===== src/burner_consts.svh =====
`ifndef BURNER_CONSTS_SVH
`define BURNER_CONSTS_SVH

// function codes, coil values and exception answers
`define FC_READ_DISC    8'h02
`define FC_READ_HOLD    8'h03
`define FC_READ_INPUT   8'h04
`define FC_WRITE_COIL   8'h05
`define COIL_VALUE_ON   16'hFF00
`define COIL_VALUE_OFF  16'h0000
`define EXC_FLAG        8'h80
`define EXC_BAD_FUNC    8'h01
`define EXC_BAD_ADDR    8'h02
`define EXC_BAD_VALUE   8'h03
`define NO_BYTE         8'h00

// command coil addresses
`define COIL_P1_UP      16'h0008
`define COIL_P1_DOWN    16'h0009
`define COIL_P2_UP      16'h000A
`define COIL_P2_DOWN    16'h000B
`define COIL_HALT       16'h000C
`define COIL_RESUME     16'h000D

// discrete input addresses
`define DI_HALT_STATE   16'h0012
`define DI_DB_HIGH      16'h0021
`define DI_DB_LOW       16'h0022
`define DI_UNIT         16'h0023
`define DI_W40          16'h0024
`define DI_W20          16'h0025
`define DI_W10          16'h0026
`define DI_CAL2         16'h0027

// holding and input registers 0..3
`define REG_COUNT       16'h0004
`define REG_P1_C        16'h0000
`define REG_P2_C        16'h0001
`define REG_P1_F        16'h0002
`define REG_P2_F        16'h0003

// reduced drive weights in percent
`define WEIGHT_40       7'h28
`define WEIGHT_20       7'h14
`define WEIGHT_10       7'h0A

// deadband in degrees C for select pair 00, 01, 10, 11
`define DB_C_00         4'h5
`define DB_C_01         4'h3
`define DB_C_10         4'h2
`define DB_C_11         4'h1

// celsius to fahrenheit
`define F_MUL           32'sh0000_0009
`define F_DIV           32'sh0000_0005
`define F_OFFSET        32'sh0000_0020

`endif


===== src/burner_pkg.sv =====
package burner_pkg;

    typedef enum logic [2:0] {
        ST_IDLE = 3'b001,
        ST_HIGH = 3'b010,
        ST_LOW  = 3'b100
    } answer_state_t;

endpackage


===== src/setpoint_stepper.sv =====
`timescale 1ns/1ps
`default_nettype none
`include "burner_consts.svh"

module setpoint_stepper #(
    parameter int          WIDTH    = 16,
    parameter logic [15:0] RESET_C  = 16'h0064,
    parameter logic [15:0] MIN_C    = 16'h0000,
    parameter logic [15:0] MAX_C    = 16'h03E8
) (
    input  wire logic              mclk_in,
    input  wire logic              sys_rst_in,
    input  wire logic              step_up_in,
    input  wire logic              step_down_in,
    output logic [WIDTH-1:0]       celsius_out,
    output logic [WIDTH-1:0]       fahrenheit_out
);

    if (WIDTH != 16)
    begin : g_bad_width
        $error("setpoint_stepper: register width must be 16");
    end

    logic [WIDTH-1:0] celsius_r;
    logic [WIDTH-1:0] celsius_nxt;
    logic [WIDTH-1:0] fahrenheit_r;

    function automatic logic [WIDTH-1:0] to_fahrenheit(input logic [WIDTH-1:0] c);
        logic signed [31:0] wide;
        wide = 32'($signed(c)) * `F_MUL / `F_DIV + `F_OFFSET;
        return wide[WIDTH-1:0];
    endfunction

    // one step per command, clamped so a stuck master cannot wrap the value
    always_comb
    begin
        celsius_nxt = celsius_r;
        if (step_up_in && celsius_r < MAX_C)
            celsius_nxt = celsius_r + 16'h0001;
        else if (step_down_in && celsius_r > MIN_C)
            celsius_nxt = celsius_r - 16'h0001;
    end

    always_ff @(posedge mclk_in or posedge sys_rst_in)
    begin
        if (sys_rst_in)
            celsius_r <= RESET_C;
        else
            celsius_r <= celsius_nxt;
    end

    always_ff @(posedge mclk_in or posedge sys_rst_in)
    begin
        if (sys_rst_in)
            fahrenheit_r <= 16'h0000;
        else
            fahrenheit_r <= to_fahrenheit(celsius_nxt);
    end

    assign celsius_out    = celsius_r;
    assign fahrenheit_out = fahrenheit_r;

endmodule // setpoint_stepper

`default_nettype wire


===== src/burner_safety_modbus_map.sv =====
// Overview of operation
// - deadband pair at 33,34 selects deadband
// - unit switch at 35, one means fahrenheit
// - active-low weight bits at 36,37,38
// - solenoid power is sum of enabled weights
// - input 39 flags second probe calibration
// - register answers are msb byte first
// - holding 0..3 hold the four setpoints
// - input registers 0..3 hold readings
// - only command coils act on writes
// - FF00 means on, 0000 means off
// - off value to command coil ignored
// - coils 8..11 step setpoints once
// - coil 12 on stops everything
// - switch off-then-on clears remote stop
// - coil 13 on clears remote stop
// - run still needs switches and closures
// - coil 12 on cancels remote start
// - discrete input 18 shows remote stop
`timescale 1ns/1ps
`default_nettype none
`include "burner_consts.svh"

module burner_safety_modbus_map #(
    parameter logic [15:0] P1_RESET_C = 16'h0064,
    parameter logic [15:0] P2_RESET_C = 16'h0064,
    parameter int          REG_WIDTH  = 16
) (
    input  wire logic                 mclk_in,
    input  wire logic                 sys_rst_in,
    // decoded request from the serial front end
    input  wire logic                 req_valid_in,
    output logic                      req_ready_out,
    input  wire logic [7:0]           req_func_in,
    input  wire logic [15:0]          req_addr_in,
    input  wire logic [15:0]          req_value_in,
    // answer bytes
    output logic                      resp_valid_out,
    output logic                      resp_last_out,
    output logic [7:0]                resp_byte_out,
    output logic                      resp_error_out,
    // configuration switches and probe status
    input  wire logic                 deadband_high_select_in,
    input  wire logic                 deadband_low_select_in,
    input  wire logic                 unit_select_in,
    input  wire logic                 weight_forty_n_in,
    input  wire logic                 weight_twenty_n_in,
    input  wire logic                 weight_ten_n_in,
    input  wire logic                 second_probe_cal_error_in,
    input  wire logic [REG_WIDTH-1:0] first_probe_celsius_in,
    input  wire logic [REG_WIDTH-1:0] second_probe_celsius_in,
    input  wire logic [REG_WIDTH-1:0] first_probe_fahrenheit_in,
    input  wire logic [REG_WIDTH-1:0] second_probe_fahrenheit_in,
    // run chain
    input  wire logic                 local_switch_in,
    input  wire logic                 remote_onoff_in,
    input  wire logic                 shutdown_ok_in,
    input  wire logic                 proof_of_closure_in,
    // outputs to the burner logic
    output logic [3:0]                deadband_celsius_out,
    output logic [4:0]                deadband_fahrenheit_out,
    output logic                      fahrenheit_display_out,
    output logic [6:0]                solenoid_power_pct_out,
    output logic                      reduced_drive_valve_mode_out,
    output logic                      remote_stop_out,
    output logic                      run_permit_out,
    output logic                      relays_enable_out,
    output logic                      ignition_power_out,
    output logic                      valves_open_enable_out,
    output logic [REG_WIDTH-1:0]      first_probe_setpoint_out,
    output logic [REG_WIDTH-1:0]      second_probe_setpoint_out
);

    if (REG_WIDTH != 16)
    begin : g_bad_width
        $error("burner_safety_modbus_map: register width must be 16");
    end

    ////////////////////////////////////////////////////////////////////////////////

    burner_pkg::answer_state_t st_r;
    burner_pkg::answer_state_t st_nxt;
    logic [15:0]               word_r;
    logic [15:0]               word_nxt;
    logic                      err_nxt;
    logic [7:0]                byte_r;
    logic                      err_r;
    logic                      accept;
    logic                      coil_on;
    logic                      coil_off;
    logic                      is_coil_write;
    logic                      step_p1_up;
    logic                      step_p1_down;
    logic                      step_p2_up;
    logic                      step_p2_down;
    logic                      halt_cmd;
    logic                      resume_cmd;
    logic                      halt_r;
    logic                      halt_nxt;
    logic                      local_prev_r;
    logic                      remote_prev_r;
    logic                      toggle_clear;
    logic                      permit_r;
    logic [6:0]                power_nxt;
    logic [6:0]                power_r;
    logic [3:0]                db_c_r;
    logic                      unit_r;
    logic [15:0]               sp1_c;
    logic [15:0]               sp1_f;
    logic [15:0]               sp2_c;
    logic [15:0]               sp2_f;

    function automatic logic [3:0] deadband_c(input logic hi, input logic lo);
        logic [3:0] v;
        unique case ({hi, lo})
            2'b00: v = `DB_C_00;
            2'b01: v = `DB_C_01;
            2'b10: v = `DB_C_10;
            2'b11: v = `DB_C_11;
        endcase
        return v;
    endfunction

    function automatic logic [15:0] bit_word(input logic b);
        return {15'h0000, b};
    endfunction

    ////////////////////////////////////////////////////////////////////////////////
    // request decode

    assign req_ready_out  = (st_r == burner_pkg::ST_IDLE);
    assign accept         = req_valid_in && req_ready_out;
    assign is_coil_write  = accept && req_func_in == `FC_WRITE_COIL;
    assign coil_on        = is_coil_write && req_value_in == `COIL_VALUE_ON;
    assign coil_off       = is_coil_write && req_value_in == `COIL_VALUE_OFF;

    // an off value matches none of these, so it changes nothing
    assign step_p1_up   = coil_on && req_addr_in == `COIL_P1_UP;
    assign step_p1_down = coil_on && req_addr_in == `COIL_P1_DOWN;
    assign step_p2_up   = coil_on && req_addr_in == `COIL_P2_UP;
    assign step_p2_down = coil_on && req_addr_in == `COIL_P2_DOWN;
    assign halt_cmd     = coil_on && req_addr_in == `COIL_HALT;
    assign resume_cmd   = coil_on && req_addr_in == `COIL_RESUME;

    ////////////////////////////////////////////////////////////////////////////////
    // answer word

    always_comb
    begin
        word_nxt = word_r;
        err_nxt  = 1'b0;
        unique case (req_func_in)
            `FC_READ_DISC:
            begin
                unique case (req_addr_in)
                    `DI_HALT_STATE: word_nxt = bit_word(halt_r);
                    `DI_DB_HIGH:    word_nxt = bit_word(deadband_high_select_in);
                    `DI_DB_LOW:     word_nxt = bit_word(deadband_low_select_in);
                    `DI_UNIT:       word_nxt = bit_word(unit_select_in);
                    `DI_W40:        word_nxt = bit_word(weight_forty_n_in);
                    `DI_W20:        word_nxt = bit_word(weight_twenty_n_in);
                    `DI_W10:        word_nxt = bit_word(weight_ten_n_in);
                    `DI_CAL2:       word_nxt = bit_word(second_probe_cal_error_in);
                    default:
                    begin
                        word_nxt = {`EXC_FLAG | req_func_in, `EXC_BAD_ADDR};
                        err_nxt  = 1'b1;
                    end
                endcase
            end
            `FC_READ_HOLD:
            begin
                unique case (req_addr_in)
                    `REG_P1_C: word_nxt = sp1_c;
                    `REG_P2_C: word_nxt = sp2_c;
                    `REG_P1_F: word_nxt = sp1_f;
                    `REG_P2_F: word_nxt = sp2_f;
                    default:
                    begin
                        word_nxt = {`EXC_FLAG | req_func_in, `EXC_BAD_ADDR};
                        err_nxt  = 1'b1;
                    end
                endcase
            end
            `FC_READ_INPUT:
            begin
                unique case (req_addr_in)
                    `REG_P1_C: word_nxt = first_probe_celsius_in;
                    `REG_P2_C: word_nxt = second_probe_celsius_in;
                    `REG_P1_F: word_nxt = first_probe_fahrenheit_in;
                    `REG_P2_F: word_nxt = second_probe_fahrenheit_in;
                    default:
                    begin
                        word_nxt = {`EXC_FLAG | req_func_in, `EXC_BAD_ADDR};
                        err_nxt  = 1'b1;
                    end
                endcase
            end
            `FC_WRITE_COIL:
            begin
                // state coils follow temperature; only commands are writable
                if (req_addr_in < `COIL_P1_UP || req_addr_in > `COIL_RESUME)
                begin
                    word_nxt = {`EXC_FLAG | req_func_in, `EXC_BAD_ADDR};
                    err_nxt  = 1'b1;
                end
                else if (!coil_on && !coil_off)
                begin
                    word_nxt = {`EXC_FLAG | req_func_in, `EXC_BAD_VALUE};
                    err_nxt  = 1'b1;
                end
                else
                    word_nxt = req_value_in;
            end
            default:
            begin
                word_nxt = {`EXC_FLAG | req_func_in, `EXC_BAD_FUNC};
                err_nxt  = 1'b1;
            end
        endcase
    end

    always_comb
    begin
        st_nxt = st_r;
        unique case (st_r)
            burner_pkg::ST_IDLE: if (accept) st_nxt = burner_pkg::ST_HIGH;
            burner_pkg::ST_HIGH: st_nxt = burner_pkg::ST_LOW;
            burner_pkg::ST_LOW:  st_nxt = burner_pkg::ST_IDLE;
            default:             st_nxt = burner_pkg::ST_IDLE;
        endcase
    end

    always_ff @(posedge mclk_in or posedge sys_rst_in)
    begin
        if (sys_rst_in)
            st_r <= burner_pkg::ST_IDLE;
        else
            st_r <= st_nxt;
    end

    always_ff @(posedge mclk_in or posedge sys_rst_in)
    begin
        if (sys_rst_in)
        begin
            word_r <= 16'h0000;
            err_r  <= 1'b0;
        end
        else if (accept)
        begin
            word_r <= word_nxt;
            err_r  <= err_nxt;
        end
    end

    // high byte goes out first, then low
    always_ff @(posedge mclk_in or posedge sys_rst_in)
    begin
        if (sys_rst_in)
            byte_r <= `NO_BYTE;
        else if (accept)
            byte_r <= word_nxt[15:8];
        else if (st_r == burner_pkg::ST_HIGH)
            byte_r <= word_r[7:0];
        else if (st_r == burner_pkg::ST_LOW)
            byte_r <= `NO_BYTE;
    end

    assign resp_valid_out = (st_r != burner_pkg::ST_IDLE);
    assign resp_last_out  = (st_r == burner_pkg::ST_LOW);
    assign resp_byte_out  = byte_r;
    assign resp_error_out = err_r && resp_valid_out;

    ////////////////////////////////////////////////////////////////////////////////
    // setpoints

    setpoint_stepper #(
        .WIDTH   (REG_WIDTH),
        .RESET_C (P1_RESET_C)
    ) u_first_probe_sp (
        .mclk_in        (mclk_in),
        .sys_rst_in     (sys_rst_in),
        .step_up_in     (step_p1_up),
        .step_down_in   (step_p1_down),
        .celsius_out    (sp1_c),
        .fahrenheit_out (sp1_f)
    );

    setpoint_stepper #(
        .WIDTH   (REG_WIDTH),
        .RESET_C (P2_RESET_C)
    ) u_second_probe_sp (
        .mclk_in        (mclk_in),
        .sys_rst_in     (sys_rst_in),
        .step_up_in     (step_p2_up),
        .step_down_in   (step_p2_down),
        .celsius_out    (sp2_c),
        .fahrenheit_out (sp2_f)
    );

    assign first_probe_setpoint_out  = sp1_c;
    assign second_probe_setpoint_out = sp2_c;

    ////////////////////////////////////////////////////////////////////////////////
    // remote stop latch and run chain

    // prev flops reset low: a switch already on at release shows as a toggle, which can only clear
    always_ff @(posedge mclk_in or posedge sys_rst_in)
    begin
        if (sys_rst_in)
        begin
            local_prev_r  <= 1'b0;
            remote_prev_r <= 1'b0;
        end
        else
        begin
            local_prev_r  <= local_switch_in;
            remote_prev_r <= remote_onoff_in;
        end
    end

    // off then on again shows as a rising edge
    assign toggle_clear = (local_switch_in && !local_prev_r)
                        || (remote_onoff_in && !remote_prev_r);

    // a stop command wins over a clear in the same cycle: failing safe
    always_comb
    begin
        halt_nxt = halt_r;
        if (resume_cmd || toggle_clear)
            halt_nxt = 1'b0;
        if (halt_cmd)
            halt_nxt = 1'b1;
    end

    always_ff @(posedge mclk_in or posedge sys_rst_in)
    begin
        if (sys_rst_in)
            halt_r <= 1'b0;
        else
            halt_r <= halt_nxt;
    end

    always_ff @(posedge mclk_in or posedge sys_rst_in)
    begin
        if (sys_rst_in)
            permit_r <= 1'b0;
        else
            permit_r <= !halt_nxt && local_switch_in && remote_onoff_in
                        && shutdown_ok_in && proof_of_closure_in;
    end

    assign remote_stop_out        = halt_r;
    assign run_permit_out         = permit_r;
    assign relays_enable_out      = permit_r;
    assign ignition_power_out     = permit_r;
    assign valves_open_enable_out = permit_r;

    ////////////////////////////////////////////////////////////////////////////////
    // switch decode

    always_comb
    begin
        power_nxt = 7'h00;
        if (!weight_forty_n_in)
            power_nxt = power_nxt + `WEIGHT_40;
        if (!weight_twenty_n_in)
            power_nxt = power_nxt + `WEIGHT_20;
        if (!weight_ten_n_in)
            power_nxt = power_nxt + `WEIGHT_10;
    end

    always_ff @(posedge mclk_in or posedge sys_rst_in)
    begin
        if (sys_rst_in)
        begin
            power_r <= 7'h00;
            db_c_r  <= `DB_C_00;
            unit_r  <= 1'b0;
        end
        else
        begin
            power_r <= power_nxt;
            db_c_r  <= deadband_c(deadband_high_select_in, deadband_low_select_in);
            unit_r  <= unit_select_in;
        end
    end

    // fahrenheit deadband is twice the celsius one
    assign deadband_celsius_out         = db_c_r;
    assign deadband_fahrenheit_out      = {db_c_r, 1'b0};
    assign fahrenheit_display_out       = unit_r;
    assign solenoid_power_pct_out       = power_r;
    assign reduced_drive_valve_mode_out = (power_r != 7'h00);

    ////////////////////////////////////////////////////////////////////////////////
    // checks

    a_halt_sets: assert property (@(posedge mclk_in) disable iff (sys_rst_in)
        halt_cmd |=> halt_r && !run_permit_out ##1 !relays_enable_out)
        else $error("stop command did not latch");

    a_halt_blocks: assert property (@(posedge mclk_in) disable iff (sys_rst_in)
        halt_r |-> !run_permit_out && !ignition_power_out && !valves_open_enable_out)
        else $error("run allowed while stopped");

    a_resume_clears: assert property (@(posedge mclk_in) disable iff (sys_rst_in)
        resume_cmd && !halt_cmd |=> !halt_r)
        else $error("start command did not clear stop");

    a_toggle_clears: assert property (@(posedge mclk_in) disable iff (sys_rst_in)
        !local_prev_r && local_switch_in && !halt_cmd |=> !remote_stop_out)
        else $error("switch toggle did not clear stop");

    a_halt_holds: assert property (@(posedge mclk_in) disable iff (sys_rst_in)
        halt_r && !resume_cmd && !toggle_clear |=> halt_r)
        else $error("stop latch dropped by itself");

    a_off_ignored: assert property (@(posedge mclk_in) disable iff (sys_rst_in)
        coil_off && !toggle_clear |=> $stable(halt_r) && $stable(sp1_c) && $stable(sp2_c))
        else $error("off value changed state");

    a_step_once: assert property (@(posedge mclk_in) disable iff (sys_rst_in)
        step_p1_up && sp1_c < 16'h03E8 |=> sp1_c == $past(sp1_c) + 16'h0001)
        else $error("setpoint did not step by one");

    a_run_blocked: assert property (@(posedge mclk_in) disable iff (sys_rst_in)
        !shutdown_ok_in || !proof_of_closure_in |=> !run_permit_out)
        else $error("run allowed with chain open");

    a_msb_first: assert property (@(posedge mclk_in) disable iff (sys_rst_in)
        accept |=> resp_valid_out && resp_byte_out == word_r[15:8]
                   ##1 resp_last_out && resp_byte_out == word_r[7:0])
        else $error("answer bytes out of order");

    a_hold_map: assert property (@(posedge mclk_in) disable iff (sys_rst_in)
        accept && req_func_in == `FC_READ_HOLD && req_addr_in == `REG_P1_F
        |=> word_r == sp1_f && !err_r)
        else $error("holding register map wrong");

    a_power_sum: assert property (@(posedge mclk_in) disable iff (sys_rst_in)
        !weight_twenty_n_in && !weight_ten_n_in && weight_forty_n_in
        |=> solenoid_power_pct_out == 7'h1E)
        else $error("solenoid power not the weight sum");

    a_deadband_map: assert property (@(posedge mclk_in) disable iff (sys_rst_in)
        deadband_high_select_in && deadband_low_select_in
        |=> deadband_celsius_out == 4'h1 && deadband_fahrenheit_out == 5'h02)
        else $error("deadband decode wrong");

    a_state_coil: assert property (@(posedge mclk_in) disable iff (sys_rst_in)
        is_coil_write && req_addr_in < `COIL_P1_UP |=> err_r && $stable(halt_r))
        else $error("state coil write accepted");

endmodule // burner_safety_modbus_map

`default_nettype wire


===== config.mk =====
export PLATFORM = sky130hd
export DESIGN_NAME = burner_safety_modbus_map
export DESIGN_NICKNAME = d
export VERILOG_FILES = /design/src/burner_pkg.sv /design/src/setpoint_stepper.sv /design/src/burner_safety_modbus_map.sv
export VERILOG_INCLUDE_DIRS = /design/src /design/src/src
export SDC_FILE = /design/constraint.sdc
export NUM_CORES = 1
export LEC_CHECK = 0
export BUFFER_PORTS_ARGS = -buffer_cell sky130_fd_sc_hd__buf_2
export CAP_MARGIN = 20
export CORE_MARGIN = 5
export CORE_UTILIZATION = 42
export DETAILED_ROUTE_END_ITERATION = 10
export PLACE_DENSITY = 0.6
export SLEW_MARGIN = 10
export SYNTH_ARGS = -nofsm -noshare
export SYNTH_HDL_FRONTEND = slang
export SYNTH_SLANG_ARGS = --single-unit

===== constraint.sdc =====
create_clock -name mclk_in -period 18.4 [get_ports mclk_in]
set_input_delay 0.92 -clock mclk_in [delete_from_list [all_inputs] [get_ports mclk_in]]
set_output_delay 0.92 -clock mclk_in [all_outputs]
set_load 0.02 [all_outputs]

==> summary.txt <==
Power
  – Leak pwr: 6.835 nW
  – Sw frac: 0.3174
  – Internal: 0.3805 mW
  – Clock power frac: 0.340
  – Seq pwr share: 0.450
  – Net Sw Power: 0.1769 mW
  – Power Density: 33.69 nW/um^2
  – Worst vdd ir: 0.00004253 V
  – Power share of the combinational group: 0.210

Global routing
  – Initial antenna violation count: 6
  – First-pass GRT wire length: 83430 um
  – Largest net degree at the start of global routing: 55
  – Total GRT Usage: 0.2464
  – Vias in the first global route: 15.52k
  – Residual overflow from global routing: 0

Drt
  – Antenna Nets Post-Route: 0
  – Vias per Instance: 6.357
  – Drt wl/cell: 20.56 um
  – Remaining DRCs: 0
  – Pre-Repair DR Iteration Count: 6
  – Final wirelength: 52400 um
  – Initial DRC count: 1423
  – Total number of vias: 16.20k

Worst setup path
  – Startpoint types: primary input
  – WS Path Type: primary input to register
  – WP data required: 18.60 ns
  – CP most frequent cell: nand2_1
  – Max Fanout on Critical Path: 36
  – CP Capture Type: register
  – CP max stage delay: 0.69 ns
  – Arrival time at the worst endpoint: approximately 17 ns
  – Critical path's slowest cell: or4_4

Place
  – DP Cell Count: 2528
  – Post-DP Area: 16220 um^2
  – Post-DP HPWL: between 40000 and 50000 um
  – Final GP Congestion: ~1.0
  – IO Port Bufs: 180
  – DP Worst Slack: 1.714 ns

Yosys
  – Post-synth top area share: 0.1462
  – Seq/Total Area, Yosys: 0.1618
  – Top cells by area, synth: dfrtp_1, ha_1, xnor2_1
  – FFs w/ async S/R, synth: 1.000
  – Syn Inst Count: 1979
  – Synth warn: 0
  – Synth area leader: dfrtp_1
  – Netlist cell types: 145
  – Post-synth EDFFs: 0
  – FF+latch count, synth: 98
  – Mapped cell area: 15230 um^2
  – Top FF cell, synth: dfrtp_1
  – Synth top cells by count: nor2_1, nand2_1, a21oi_1
  – Most common cell in the netlist: nor2_1
  – Avg Synthesized Cell Area: about 7.7 um^2

Clocking
  – # clock sinks: 98
  – CTS Buf Count: 9
  – CTS tree: done
  – Worst-skew pair later-pin latency: ~0.36 ns
  – CTS resizes: 0
  – Max Root-Sink Buffers: 2
  – # hold bufs at CTS: 0
  – Clock Pin Slew Worst Setup and Hold Paths: 0.07 ns
  – H-tree lvl count: 3
  – Post-CTS setup buffer count: 0
  – CTS root buf: clkbuf_16

Timing
  – Worst slew pin tran: 1.057 ns
  – Final setup margin: 2.053 ns
  – RSZ-0062 raised after global routing: no
  – Post-route clock period utilization: 0.8884
  – Final min period: 16.35 ns
  – Setup TNS: 0 ns
  – Clock skew: 0.01144 ns
  – Worst Hold Slack: roughly 0.54 ns
  – Max Fclk: 61.17 MHz
  – Pins Over Slew Limit: 0
  – Hold Fails Final Rpt: 0
  – Setup Viol. Count Final: 0
  – Max_slew headroom: 0.2900

Worst hold path
  – Hold/Removal Path Class: register to register

Layout
  – FILL cells: 3616
  – Post-route cell area: 16540 um^2
  – Nets: 2281
  – Layout overhead on the synthesized area: 8.643%
  – Fraction of layout cells with a size suffix above 1: 0.1817
  – Fin cells: 2549

Floorplan
  – Initial Utilization: 0.4271
  – I/O pins: 185
  – Die Area: between 40000 and 50000 um^2
  – FP Rows: 69
  – Core area: approximately 36000 um^2
  – Die height: 200.4 um
  – Die Wd: 200.4 um

Run status
  – Outcome: finished, final reports clean

Flow run
  – Max Cap Violations: 0
layout by cell type (no fill, tap or decap), types with 31 or more instances in the layout:
cell	count
nor2_1	195
buf_2	181
nand2_1	178
a21oi_1	144
xnor2_1	96
dfrtp_1	89
o21ai_0	83
nor3_1	81
ha_1	80
nand3_1	64
inv_1	57
xor2_1	55
a22oi_1	49
nand4_1	40
nor4_1	38
a211oi_1	31
per-layer routing:
metal | global-route usage | share of wire
met4 | 0.07473 | 0.028
met1 | 0.3147 | 0.43
met3 | 0.04120 | 0.060
met2 | 0.4278 | 0.48
met5 | 0 | 0.0011
metrics by stage:
step / util / power [mW]
5_1_grt: 0.4639 / 0.5828
6_report: 0.4640 / 0.5574
3_5_place_dp: 0.4550 / 0.3724
3_3_place_gp: 0.4550 / 0.3705
2_1_floorplan: - / 0.3215
4_1_cts: 0.4635 / 0.5625
path summary, 6_finish.rpt:
| check | to | slack, ns | start | cells after the start |
|---|---|---|---|---|
| setup / recovery | u_first_probe_sp.fahrenheit_out[15]$_DFF_PP0_ | 2.05 | req_valid_in | 54 |
| hold / removal | word_r[3]$_DFFE_PP0P_ | 0.54 | word_r[3]$_DFFE_PP0P_ | 2 |
| setup reg to reg | u_first_probe_sp.fahrenheit_out[15]$_DFF_PP0_ | 2.21 | st_r[0]$_DFFE_PP1P_ | 53 |
| hold reg to reg | word_r[3]$_DFFE_PP0P_ | 0.54 | word_r[3]$_DFFE_PP0P_ | 2 |
| max in group asynchronous | u_first_probe_sp.celsius_out[12]$_DFF_PP0_ | 16.66 | sys_rst_in | 3 |
| min in group asynchronous | resp_byte_out[4]$_DFFE_PP0P_ | 0.63 | sys_rst_in | 2 |
flip-flops by register name, summed over array words and instances (netlist names), 3 cells and up:
signal	flops
u_first_probe_sp.celsius_out	16
u_first_probe_sp.fahrenheit_out	16
u_second_probe_sp.celsius_out	16
u_second_probe_sp.fahrenheit_out	16
resp_byte_out	8
word_r	8
solenoid_power_pct_out	6
deadband_celsius_out	3
st_r	3
area by class of cell:
type	count	area, um^2	share of cell area
Antenna cell	2	5.005	0.0003025
Timing Repair Buffer	196	1013	0.06126
Clock inverter	6	61.31	0.003706
Multi-Input combinational cell	1717	11960	0.7230
Inverter	59	224.0	0.01354
Tap cell	461	576.8	0.03486
Clock buffer	10	239.0	0.01444
Sequential cell	98	2464	0.1489
worst max-delay path: cells and delay by family:
family          cells  cell delay, ns
buf+inv             4            0.71
xor+xnor            4            1.12
fa+ha+maj           5            1.31
compound gates     16            4.54
simple gates       24            7.75
mux                 1            0.19
power groups by stage:
stage | Clock, mW | Combinational (mW) | Sequential (mW)
floorplan | 0 | 0.0582 | 0.263
global placement | 0 | 0.116 | 0.255
detailed placement | 0 | 0.118 | 0.255
CTS | 0.194 | 0.118 | 0.251
global route | 0.201 | 0.128 | 0.254
finish | 0.190 | 0.117 | 0.251
cell families after synthesis:
family,Yosys count,synth area share
AO/OA/AOI/OAI,658,0.3208
XOR/XNOR,162,0.1026
adder cells (fa/ha/maj),86,0.07107
buffers and inverters,167,0.05513
flip-flops,98,0.1618
multiplexers,30,0.02531
other,1,0.0002463
AND/OR/NAND/NOR,777,0.2631
(Power assumes the default switching activity.)
